`src/sadc_pkg.sv`:
```
// constants and types for the converter control block
package sadc_pkg;
   // byte addresses of the software registers
   localparam logic [7:0] SADC_CTRL_ADDR   = 8'h00;
   localparam logic [7:0] SADC_RESH_ADDR   = 8'h04;
   localparam logic [7:0] SADC_AUX_ADDR    = 8'h08;
   localparam logic [7:0] SADC_PWR_ADDR    = 8'h0c;
   localparam logic [7:0] SADC_IRQST_ADDR  = 8'h10;
   localparam logic [7:0] SADC_IRQEN_ADDR  = 8'h14;
   localparam logic [7:0] SADC_IRQCLR_ADDR = 8'h18;
   // conversion_control fields
   localparam int SADC_CH_LSB     = 0;
   localparam int SADC_START_BIT  = 3;
   localparam int SADC_DONE_BIT   = 4;
   localparam int SADC_EXTEN_BIT  = 5;
   localparam int SADC_RES0_BIT   = 6;
   localparam int SADC_RES1_BIT   = 7;
   // auxiliary_control and power_control fields
   localparam int SADC_IDLE_RUN_BIT = 6;
   localparam int SADC_IDLE_BIT     = 0;
   localparam int SADC_PD_BIT       = 1;
   // interrupt status bits
   localparam int SADC_IRQ_DONE  = 0;
   localparam int SADC_IRQ_ABORT = 1;
   localparam int SADC_IRQ_W     = 2;
   // timing in machine cycles (one clock each)
   localparam int SADC_CONV_CYCLES   = 50;
   localparam int SADC_INIT_CYCLES   = 2;
   localparam int SADC_SAMPLE_CYCLES = 8;
   localparam int SADC_BIT_CYCLES    = 4;
   localparam int SADC_RES_W         = 10;
   localparam logic [5:0] SADC_CNT_LAST = 6'(SADC_CONV_CYCLES - 1);
   localparam logic [9:0] SADC_RES_RESET = 10'h000;
   localparam logic [1:0] SADC_HTRANS_NONSEQ = 2'h2;
   typedef enum logic [1:0] {SADC_IDLE, SADC_INIT, SADC_SAMPLE, SADC_APPROX}
      sadc_state_type;
endpackage

```
`src/sadc_sar.sv`:
```
// successive approximation register and bit pointer
`timescale 1ns/1ps
`default_nettype none
module sadc_sar
   import sadc_pkg::*;
(
   input  wire logic                  clk,
   input  wire logic                  rst_n,
   input  wire logic                  clear,
   input  wire logic                  load_first,
   input  wire logic                  decide,
   input  wire logic                  comp_high,
   output logic      [SADC_RES_W-1:0] trial,
   output logic                       last_bit
);
   logic [SADC_RES_W-1:0] value_r;
   logic [SADC_RES_W-1:0] ptr_r;
   logic [SADC_RES_W-1:0] kept;
   // keep the tested bit only when the input lies above the dac tap
   assign kept     = comp_high ? value_r : (value_r & ~ptr_r);
   assign trial    = value_r;
   assign last_bit = ptr_r[0];
   always_ff @(posedge clk or negedge rst_n) begin
      if (!rst_n) begin
         value_r <= SADC_RES_RESET;
         ptr_r   <= SADC_RES_RESET;
      end else if (clear) begin
         value_r <= SADC_RES_RESET;
         ptr_r   <= SADC_RES_RESET;
      end else if (load_first) begin
         value_r <= 10'h200;
         ptr_r   <= 10'h200;
      end else if (decide) begin
         value_r <= kept | (ptr_r >> 1);
         ptr_r   <= ptr_r >> 1;
      end
   end
endmodule
`default_nettype wire

```
`src/sadc_top.sv`:
```
// converter control block with ahb-lite register slave
//
// The AHB-Lite interface to the registers and the register addresses were decided locally.
`timescale 1ns/1ps
`default_nettype none
// How it works
// - software start is ignored while busy or done flag is high
// - no new conversion while done flag set; software clears it first
// - inputs below first tap give result 000h
// - inputs above last tap give result 3ffh
// - result is 1024 times input over reference span
// - idle stops the converter unless idle-run enable is set
// - power-down halts all converter activity until left
// - external-start enable adds pin rising edge as start source
// - done set, busy cleared fifty cycles after start command
// - upper eight result bits in result_high, two lsbs in control
// - idle without idle-run, or power-down, aborts conversion; finished result survives
module sadc_top
   import sadc_pkg::*;
(
   input  wire logic        CLK_SYS,
   input  wire logic        RESET_N,
   input  wire logic        HSEL,
   input  wire logic [31:0] HADDR,
   input  wire logic [1:0]  HTRANS,
   input  wire logic        HWRITE,
   input  wire logic [2:0]  HSIZE,
   input  wire logic [31:0] HWDATA,
   input  wire logic        HREADY,
   output logic      [31:0] HRDATA,
   output logic             HREADYOUT,
   output logic             HRESP,
   input  wire logic        EXTERNAL_START_PIN,
   input  wire logic        COMP_HIGH,
   output logic      [2:0]  ANALOG_INPUT_SEL,
   output logic      [9:0]  DAC_CODE,
   output logic             SAMPLE_EN,
   output logic             IRQ
);
   // address phase capture
   logic        wr_pend_r;
   logic [7:0]  addr_r;
   logic        ap_valid;
   logic        ap_write;
   logic        ap_read;
   // software registers
   logic [2:0]  channel_r;
   logic        ext_en_r;
   logic        done_r;
   logic        cmd_r;
   logic        busy_r;
   logic [9:0]  result_r;
   logic        idle_run_r;
   logic        idle_r;
   logic        pd_r;
   logic [SADC_IRQ_W-1:0] irq_st_r;
   logic [SADC_IRQ_W-1:0] irq_en_r;
   logic [31:0] rdata_r;
   logic        pin_d_r;
   // conversion engine
   sadc_state_type state_r;
   sadc_state_type state_nxt;
   logic [5:0]  cnt_r;
   logic [3:0]  sub_r;
   logic [31:0] rdata_nxt;
   // decode of the data-phase write
   wire         wr_ctrl   = wr_pend_r && (addr_r == SADC_CTRL_ADDR);
   wire         wr_aux    = wr_pend_r && (addr_r == SADC_AUX_ADDR);
   wire         wr_pwr    = wr_pend_r && (addr_r == SADC_PWR_ADDR);
   wire         wr_irqen  = wr_pend_r && (addr_r == SADC_IRQEN_ADDR);
   wire         wr_irqclr = wr_pend_r && (addr_r == SADC_IRQCLR_ADDR);
   wire         sw_start  = wr_ctrl && HWDATA[SADC_START_BIT];
   wire         hw_start  = ext_en_r && EXTERNAL_START_PIN && !pin_d_r;
   wire         blocked   = busy_r || done_r || cmd_r;
   // idle halts unless idle-run set; power-down halts always
   wire         halted    = pd_r || (idle_r && !idle_run_r);
   wire         start_ok  = (sw_start || hw_start) && !blocked && !halted;
   wire         running   = (state_r != SADC_IDLE);
   wire         abort     = running && halted;
   wire         sar_load  = (state_r == SADC_SAMPLE) &&
                            (cnt_r == 6'(SADC_INIT_CYCLES +
                                          SADC_SAMPLE_CYCLES - 1));
   wire         bit_tick  = (state_r == SADC_APPROX) &&
                            (sub_r == 4'(SADC_BIT_CYCLES - 1));
   wire         finish    = (state_r == SADC_APPROX) &&
                            (cnt_r == SADC_CNT_LAST);
   wire         sar_last;
   wire [9:0]   sar_trial;
   wire         sar_decide = bit_tick && !finish;

   function automatic logic is_map(input logic [7:0] a);
      is_map = (a == SADC_CTRL_ADDR) || (a == SADC_RESH_ADDR) ||
               (a == SADC_AUX_ADDR) || (a == SADC_PWR_ADDR) ||
               (a == SADC_IRQST_ADDR) || (a == SADC_IRQEN_ADDR) ||
               (a == SADC_IRQCLR_ADDR);
   endfunction

   assign ap_valid  = HSEL && HREADY && HTRANS[1];
   assign ap_write  = ap_valid && HWRITE && is_map(HADDR[7:0]);
   assign ap_read   = ap_valid && !HWRITE;
   assign HREADYOUT = 1'b1;
   assign HRESP     = 1'b0;
   assign HRDATA    = rdata_r;
   assign IRQ       = |(irq_st_r & irq_en_r);
   assign ANALOG_INPUT_SEL = channel_r;
   assign DAC_CODE  = sar_trial;
   assign SAMPLE_EN = (state_r == SADC_SAMPLE);

   // the ladder taps sit at half and one-and-half lsb from the rails, so
   // code k is kept when vin exceeds tap k; this yields 000h and 3ffh at the
   // ends and 1024*(vin-vref-)/span in between
   sadc_sar u_sar (
      .clk        (CLK_SYS),
      .rst_n      (RESET_N),
      .clear      (start_ok || abort),
      .load_first (sar_load),
      .decide     (sar_decide),
      .comp_high  (COMP_HIGH),
      .trial      (sar_trial),
      .last_bit   (sar_last)
   );

   always_comb begin
      state_nxt = state_r;
      unique case (state_r)
         SADC_IDLE:   if (cmd_r && !halted) state_nxt = SADC_INIT;
         SADC_INIT:   if (cnt_r == 6'(SADC_INIT_CYCLES - 1))
                         state_nxt = SADC_SAMPLE;
         SADC_SAMPLE: if (sar_load) state_nxt = SADC_APPROX;
         SADC_APPROX: if (finish) state_nxt = SADC_IDLE;
      endcase
      if (abort) state_nxt = SADC_IDLE;
   end

   always_comb begin
      rdata_nxt = 32'h0000_0000;
      unique case (HADDR[7:0])
         SADC_CTRL_ADDR:  rdata_nxt[7:0] = {result_r[1:0], ext_en_r, done_r,
                                            busy_r, channel_r};
         SADC_RESH_ADDR:  rdata_nxt[7:0] = result_r[9:2];
         SADC_AUX_ADDR:   rdata_nxt[SADC_IDLE_RUN_BIT] = idle_run_r;
         SADC_PWR_ADDR:   rdata_nxt[1:0] = {pd_r, idle_r};
         SADC_IRQST_ADDR: rdata_nxt[SADC_IRQ_W-1:0] = irq_st_r;
         SADC_IRQEN_ADDR: rdata_nxt[SADC_IRQ_W-1:0] = irq_en_r;
         default:         rdata_nxt = 32'h0000_0000;
      endcase
   end

   always_ff @(posedge CLK_SYS or negedge RESET_N) begin
      if (!RESET_N) begin
         wr_pend_r <= 1'b0;
         addr_r    <= 8'h00;
         rdata_r   <= 32'h0000_0000;
      end else begin
         wr_pend_r <= ap_write;
         addr_r    <= HADDR[7:0];
         if (ap_read) rdata_r <= rdata_nxt;
      end
   end

   // next values of the software-written registers
   logic [2:0]  channel_nxt;
   logic        ext_en_nxt;
   logic        idle_run_nxt;
   logic        idle_nxt;
   logic        pd_nxt;
   logic [SADC_IRQ_W-1:0] irq_en_nxt;
   // next values of the conversion engine
   logic        cmd_nxt;
   logic        busy_nxt;
   logic        done_nxt;
   logic [9:0]  result_nxt;
   logic [5:0]  cnt_nxt;
   logic [3:0]  sub_nxt;
   wire  [SADC_IRQ_W-1:0] irq_event;
   wire  [SADC_IRQ_W-1:0] irq_st_nxt;
   // busy shows from the end of the first machine cycle of a command
   wire         busy_set   = (state_r == SADC_IDLE) && cmd_r && !halted;
   wire         done_clr   = wr_ctrl && !HWDATA[SADC_DONE_BIT];
   // the tenth bit is decided in the very cycle that stores the result
   wire         last_low   = sar_last && !COMP_HIGH;
   wire [9:0]   final_code = sar_trial & ~{9'h000, last_low};

   always_comb begin
      channel_nxt = channel_r;
      ext_en_nxt  = ext_en_r;
      if (wr_ctrl) begin
         channel_nxt = HWDATA[SADC_CH_LSB +: 3];
         ext_en_nxt  = HWDATA[SADC_EXTEN_BIT];
      end
   end

   always_comb begin
      idle_run_nxt = idle_run_r;
      idle_nxt     = idle_r;
      pd_nxt       = pd_r;
      irq_en_nxt   = irq_en_r;
      if (wr_aux) idle_run_nxt = HWDATA[SADC_IDLE_RUN_BIT];
      if (wr_pwr) begin
         idle_nxt = HWDATA[SADC_IDLE_BIT];
         pd_nxt   = HWDATA[SADC_PD_BIT];
      end
      if (wr_irqen) irq_en_nxt = HWDATA[SADC_IRQ_W-1:0];
   end

   // command flip-flop and status flag are kept apart
   always_comb begin
      cmd_nxt = cmd_r;
      if (start_ok) cmd_nxt = 1'b1;
      else if (state_r == SADC_INIT || abort) cmd_nxt = 1'b0;
   end

   always_comb begin
      busy_nxt = busy_r;
      if (busy_set) busy_nxt = 1'b1;
      else if (finish || abort) busy_nxt = 1'b0;
   end

   // set wins over a same-cycle software clear; software cannot set
   always_comb begin
      done_nxt = done_r;
      if (finish) done_nxt = 1'b1;
      else if (done_clr) done_nxt = 1'b0;
   end

   always_comb begin
      result_nxt = result_r;
      if (finish) result_nxt = final_code;
   end

   // the count starts with the command, so done lands fifty cycles on
   always_comb begin
      cnt_nxt = cnt_r + 6'h01;
      if (state_r == SADC_IDLE) cnt_nxt = 6'(busy_set);
      else if (abort || finish) cnt_nxt = 6'h00;
   end

   always_comb begin
      sub_nxt = sub_r + 4'h1;
      if (state_r != SADC_APPROX || bit_tick) sub_nxt = 4'h0;
   end

   // each status bit: the hardware event wins over a same-cycle clear
   assign irq_event[SADC_IRQ_DONE]  = finish;
   assign irq_event[SADC_IRQ_ABORT] = abort;
   for (genvar g = 0; g < SADC_IRQ_W; g++) begin : g_irq
      assign irq_st_nxt[g] = irq_event[g] ||
                             (irq_st_r[g] && !(wr_irqclr && HWDATA[g]));
   end

   always_ff @(posedge CLK_SYS or negedge RESET_N) begin
      if (!RESET_N) begin
         channel_r <= 3'h0;
         ext_en_r  <= 1'b0;
      end else begin
         channel_r <= channel_nxt;
         ext_en_r  <= ext_en_nxt;
      end
   end

   // pin history resets to the idle level, so no false edge after reset
   always_ff @(posedge CLK_SYS or negedge RESET_N) begin
      if (!RESET_N) begin
         pin_d_r <= 1'b0;
      end else begin
         pin_d_r <= EXTERNAL_START_PIN;
      end
   end

   always_ff @(posedge CLK_SYS or negedge RESET_N) begin
      if (!RESET_N) begin
         idle_run_r <= 1'b0;
         idle_r     <= 1'b0;
         pd_r       <= 1'b0;
      end else begin
         idle_run_r <= idle_run_nxt;
         idle_r     <= idle_nxt;
         pd_r       <= pd_nxt;
      end
   end

   always_ff @(posedge CLK_SYS or negedge RESET_N) begin
      if (!RESET_N) begin
         irq_en_r <= '0;
         irq_st_r <= '0;
      end else begin
         irq_en_r <= irq_en_nxt;
         irq_st_r <= irq_st_nxt;
      end
   end

   always_ff @(posedge CLK_SYS or negedge RESET_N) begin
      if (!RESET_N) begin
         cmd_r  <= 1'b0;
         busy_r <= 1'b0;
      end else begin
         cmd_r  <= cmd_nxt;
         busy_r <= busy_nxt;
      end
   end

   always_ff @(posedge CLK_SYS or negedge RESET_N) begin
      if (!RESET_N) begin
         done_r   <= 1'b0;
         result_r <= SADC_RES_RESET;
      end else begin
         done_r   <= done_nxt;
         result_r <= result_nxt;
      end
   end

   always_ff @(posedge CLK_SYS or negedge RESET_N) begin
      if (!RESET_N) begin
         state_r <= SADC_IDLE;
      end else begin
         state_r <= state_nxt;
      end
   end

   always_ff @(posedge CLK_SYS or negedge RESET_N) begin
      if (!RESET_N) begin
         cnt_r <= 6'h00;
         sub_r <= 4'h0;
      end else begin
         cnt_r <= cnt_nxt;
         sub_r <= sub_nxt;
      end
   end
endmodule
`default_nettype wire

```
`config.mk`:
```
export PLATFORM = sky130hd
export DESIGN_NAME = sadc_top
export DESIGN_NICKNAME = d
export VERILOG_FILES = /design/src/sadc_pkg.sv /design/src/sadc_sar.sv /design/src/sadc_top.sv
export SDC_FILE = /design/constraint.sdc
export NUM_CORES = 1
export LEC_CHECK = 0
export ABC_AREA = 1
export BUFFER_PORTS_ARGS = -buffer_cell sky130_fd_sc_hd__buf_2
export CAP_MARGIN = 20
export CORE_ASPECT_RATIO = 0.8
export CORE_MARGIN = 2
export CORE_UTILIZATION = 50
export DETAILED_ROUTE_END_ITERATION = 8
export MAX_ROUTING_LAYER = met4
export PLACE_DENSITY_LB_ADDON = 0.2
export SYNTH_ARGS = -nofsm -noshare
export SYNTH_HDL_FRONTEND = slang
export SYNTH_SLANG_ARGS = --single-unit
```
`constraint.sdc`:
```
create_clock -name CLK_SYS -period 4 [get_ports CLK_SYS]
set_clock_uncertainty 0.15 [all_clocks]
set_input_delay 0.4 -clock CLK_SYS [delete_from_list [all_inputs] [get_ports CLK_SYS]]
set_output_delay 0.4 -clock CLK_SYS [all_outputs]
set_load 0.01 [all_outputs]
```
==> results.cfg <==
[synthesis]
yosys-top-cells-area = dfrtp_1 (48%), nand2_1 (12%), nor2_1 (8.7%)
syn_area_um2 = 3850
synth_cell_types = 30
synth_seq_cells = 74
synth_top_area_share_pct = 48.10
seq_area_frac_synth_pct = 48.10
netlist_instances = 490
yosys.area.top_type = dfrtp_1
yosys_warnings = 0
syn_area_per_cell_um2 = 7.857

[floorplan]
io-pin-count = 125
die_area_um2 = 8422
die-height_um = 82.49
core_area_um2 = 7427
start_util_pct = 51.84
die_w_um = 102.1
rows = 28

[clock_tree]
clkSinkCount = 74
clock_latency_ns = 0.35
cts_made_buffers = 9
h-tree-depth = 3
cts_tree = done
path_clk_slew_ns = 0.08
cts_hold_buf = 2
cts.path.max_buffers = 2
cts_resized = 0
post_cts_buffers = 0
cts_root_buffer = clkbuf_8

[timing]
post-route-period-util_pct = 55.39
setup-tns-final_ns = 0
hold_violations = 0
worst_slew_margin_rel_pct = 53.02
finalSetupViolations = 0
rsz0062_at_grt = no
drv_slew = 0
max_freq_ghz = 0.4513
min_period_ns = 2.216
worstMarginPinSlew_ns = 0.7030

[pwr]
swShare_pct = 29.59
pwr_density_cell_nw_per_um2 = 388.1
ir_worst_vdd_mv = 0.2254
pwr-share-clk_pct = 35.9
pwr-share-seq_pct = 48.4
p_sw_mw = 0.4870
p_leak_nw = 2.227
comb_power_share_pct = 15.8
p_int_mw = 1.159

[routing]
drt-total-wl_um = 7680
wire_per_inst_um = 11.96
vias_per_cell = 4.702
drtAntennaViolNets = 0
first_iter_violations = 126
vias = 3019
drc = 0
dr.pass1.iters = 4

[critical_path]
critical_path.top_delay_family = simple AND/OR/NAND/NOR gates
slowest_delay_ns = 0.42
critPathArrivalTime_ns = 2.27
startpoint_type = flop
regToRegSetupSlack_ns = 1.78
critical_path.slowest_cell = dfrtp_1
critical_path.max_fanout = 18
crit_required_ns = 4.06
worstPathBufferInverterCount = 1
critPathCaptureType = flop
reg2regPathDepth = 8
cpMostUsedCell = nor2_1
crit_type = flop to flop
worst-path-stages = 8
crit_chain = ha_1 -> inv_2 -> nor2_1 -> nand3_2 -> nand2_2 -> nor2_1 -> a21oi_1 -> nor2_1

[final_layout]
multi_input_area_um2 = 1573
antenna_cells = 0
drive_above_1_share_pct = 13.41
layout_common_cells = nand2_1 (121), nor2_1 (89), dfrtp_1 (74)
regArea_um2 = 1852
fillers = 719
final_common_cell = nand2_1
fin_cells = 642
syn2layout_area_growth_pct = 10.14
nets = 616

[global_routing]
grt_util_all_layers_pct = 19.92
grt_pass1_wl_um = 12450
antenna_found_initial = 0
grt_pass1_vias = 2684
grt_max_degree = 48
overflow = 0

[place]
dp_cells = 621
hpwl_um = 5521
port_buffers = 45
finalWeightedCongestion = 0.8719

[min_path]
whs_path_depth = 1
min_path_type = input pin to flop

[status]
outcome = finished clean

[job]
max_cap_viol_count = 0
==> flip-flops by register name, summed over array words and instances (netlist names), 2 cells and up <==
name              cells
irq_st_r              2
ANALOG_INPUT_SEL      3
u_sar.trial          10
state_r               2
HRDATA                8
irq_en_r              2
cnt_r                 6
result_r             10
addr_r                8
sub_r                 4
u_sar.ptr_r          10
==> cell usage after synthesis <==
cell type / n
nand3_2: 3
nor3b_1: 2
nor3_1: 3
clkbuf_1: 3
ha_1: 8
nor2_4: 1
nand3b_1: 1
buf_2: 4
nand2_2: 2
buf_4: 35
inv_2: 1
xnor2_1: 1
nor2_2: 1
a22o_1: 1
inv_1: 52
a31oi_1: 1
conb_1: 2
o21bai_1: 1
nor4_1: 1
o21ai_0: 16
xor2_1: 2
o31ai_1: 1
nand3_1: 31
buf_6: 2
nand2_1: 121
dfrtp_1: 74
nor2_8: 2
nand4_1: 5
nor2_1: 89
a21oi_1: 24
==> final timing paths <==
kind | to | start
max | u_sar.ptr_r[1] | state_r[1]
min in group asynchronous | addr_r[3] | RESET_N
min reg2reg | sub_r[0] | sub_r[0]
max in group asynchronous | u_sar.trial[9] | RESET_N
max reg2reg | u_sar.ptr_r[1] | state_r[1]
min | pin_d_r | EXTERNAL_START_PIN
==> cell type report <==
type / count / area share, %
Clock buffer: 10 / 3.246
Clock inverter: 6 / 1.534
Inverter: 53 / 4.692
Multi-Input combinational cell: 343 / 37.09
Sequential cell: 74 / 43.67
Tap cell: 105 / 3.098
Timing Repair Buffer: 51 / 6.669
==> stage by stage <==
step	setup WS (ns)	total power [mW]	hold slack, ns	instance area (µm²)	util, %
after floorplan	2.330	0.9996	-0.04559	3940	-
after global placement	1.840	1.056	0.2935	3988	53.69
after detailed placement	1.773	1.063	0.3031	3988	53.69
after CTS	1.772	1.661	0.0008356	4210	56.69
after global routing	1.574	1.737	0.002781	4240	57.09
final	1.784	1.646	0.01699	4240	57.09
==> worst reg2reg max path, delay by kind of cell, from the launching register on <==
kind / cells / cell delay (ns)
flip-flops: 1 / 0.42
AND/OR/NAND/NOR: 5 / 1.01
adder cells (fa/ha/maj): 1 / 0.30
buffers and inverters: 1 / 0.06
AO/OA/AOI/OAI: 1 / 0.12
==> metal layers <==
layer | track usage, % | part of all wire [%]
met2 | 29.74 | 45
met1 | 26.43 | 49
met5 | - | 0
met4 | 6.267 | 1.0
met3 | 5.892 | 5.7
==> cells by family (layout without fill, tap and decap cells) <==
logic type                 after synthesis  count (layout)  synth area share (%)
DFF                                     74              74                 48.10
other                                    2              26                0.1951
xor gates and xnor gates                 3               3                0.6826
adders and majority gates                8               8                 2.600
and+or+nand+nor                        262             262                 29.05
buffers and inverters                   97             120                 13.39
AOI/OAI and AO/OA                       44              44                 5.980
==> power groups by stage <==
stage	clock network (mW)	registers (mW)	logic, mW
after global routing	0.639	0.800	0.299
after global placement	0	0.810	0.246
final	0.590	0.796	0.259
after floorplan	0	0.815	0.185
after CTS	0.608	0.796	0.258
after detailed placement	0	0.811	0.253
(Power assumes the default switching activity.)
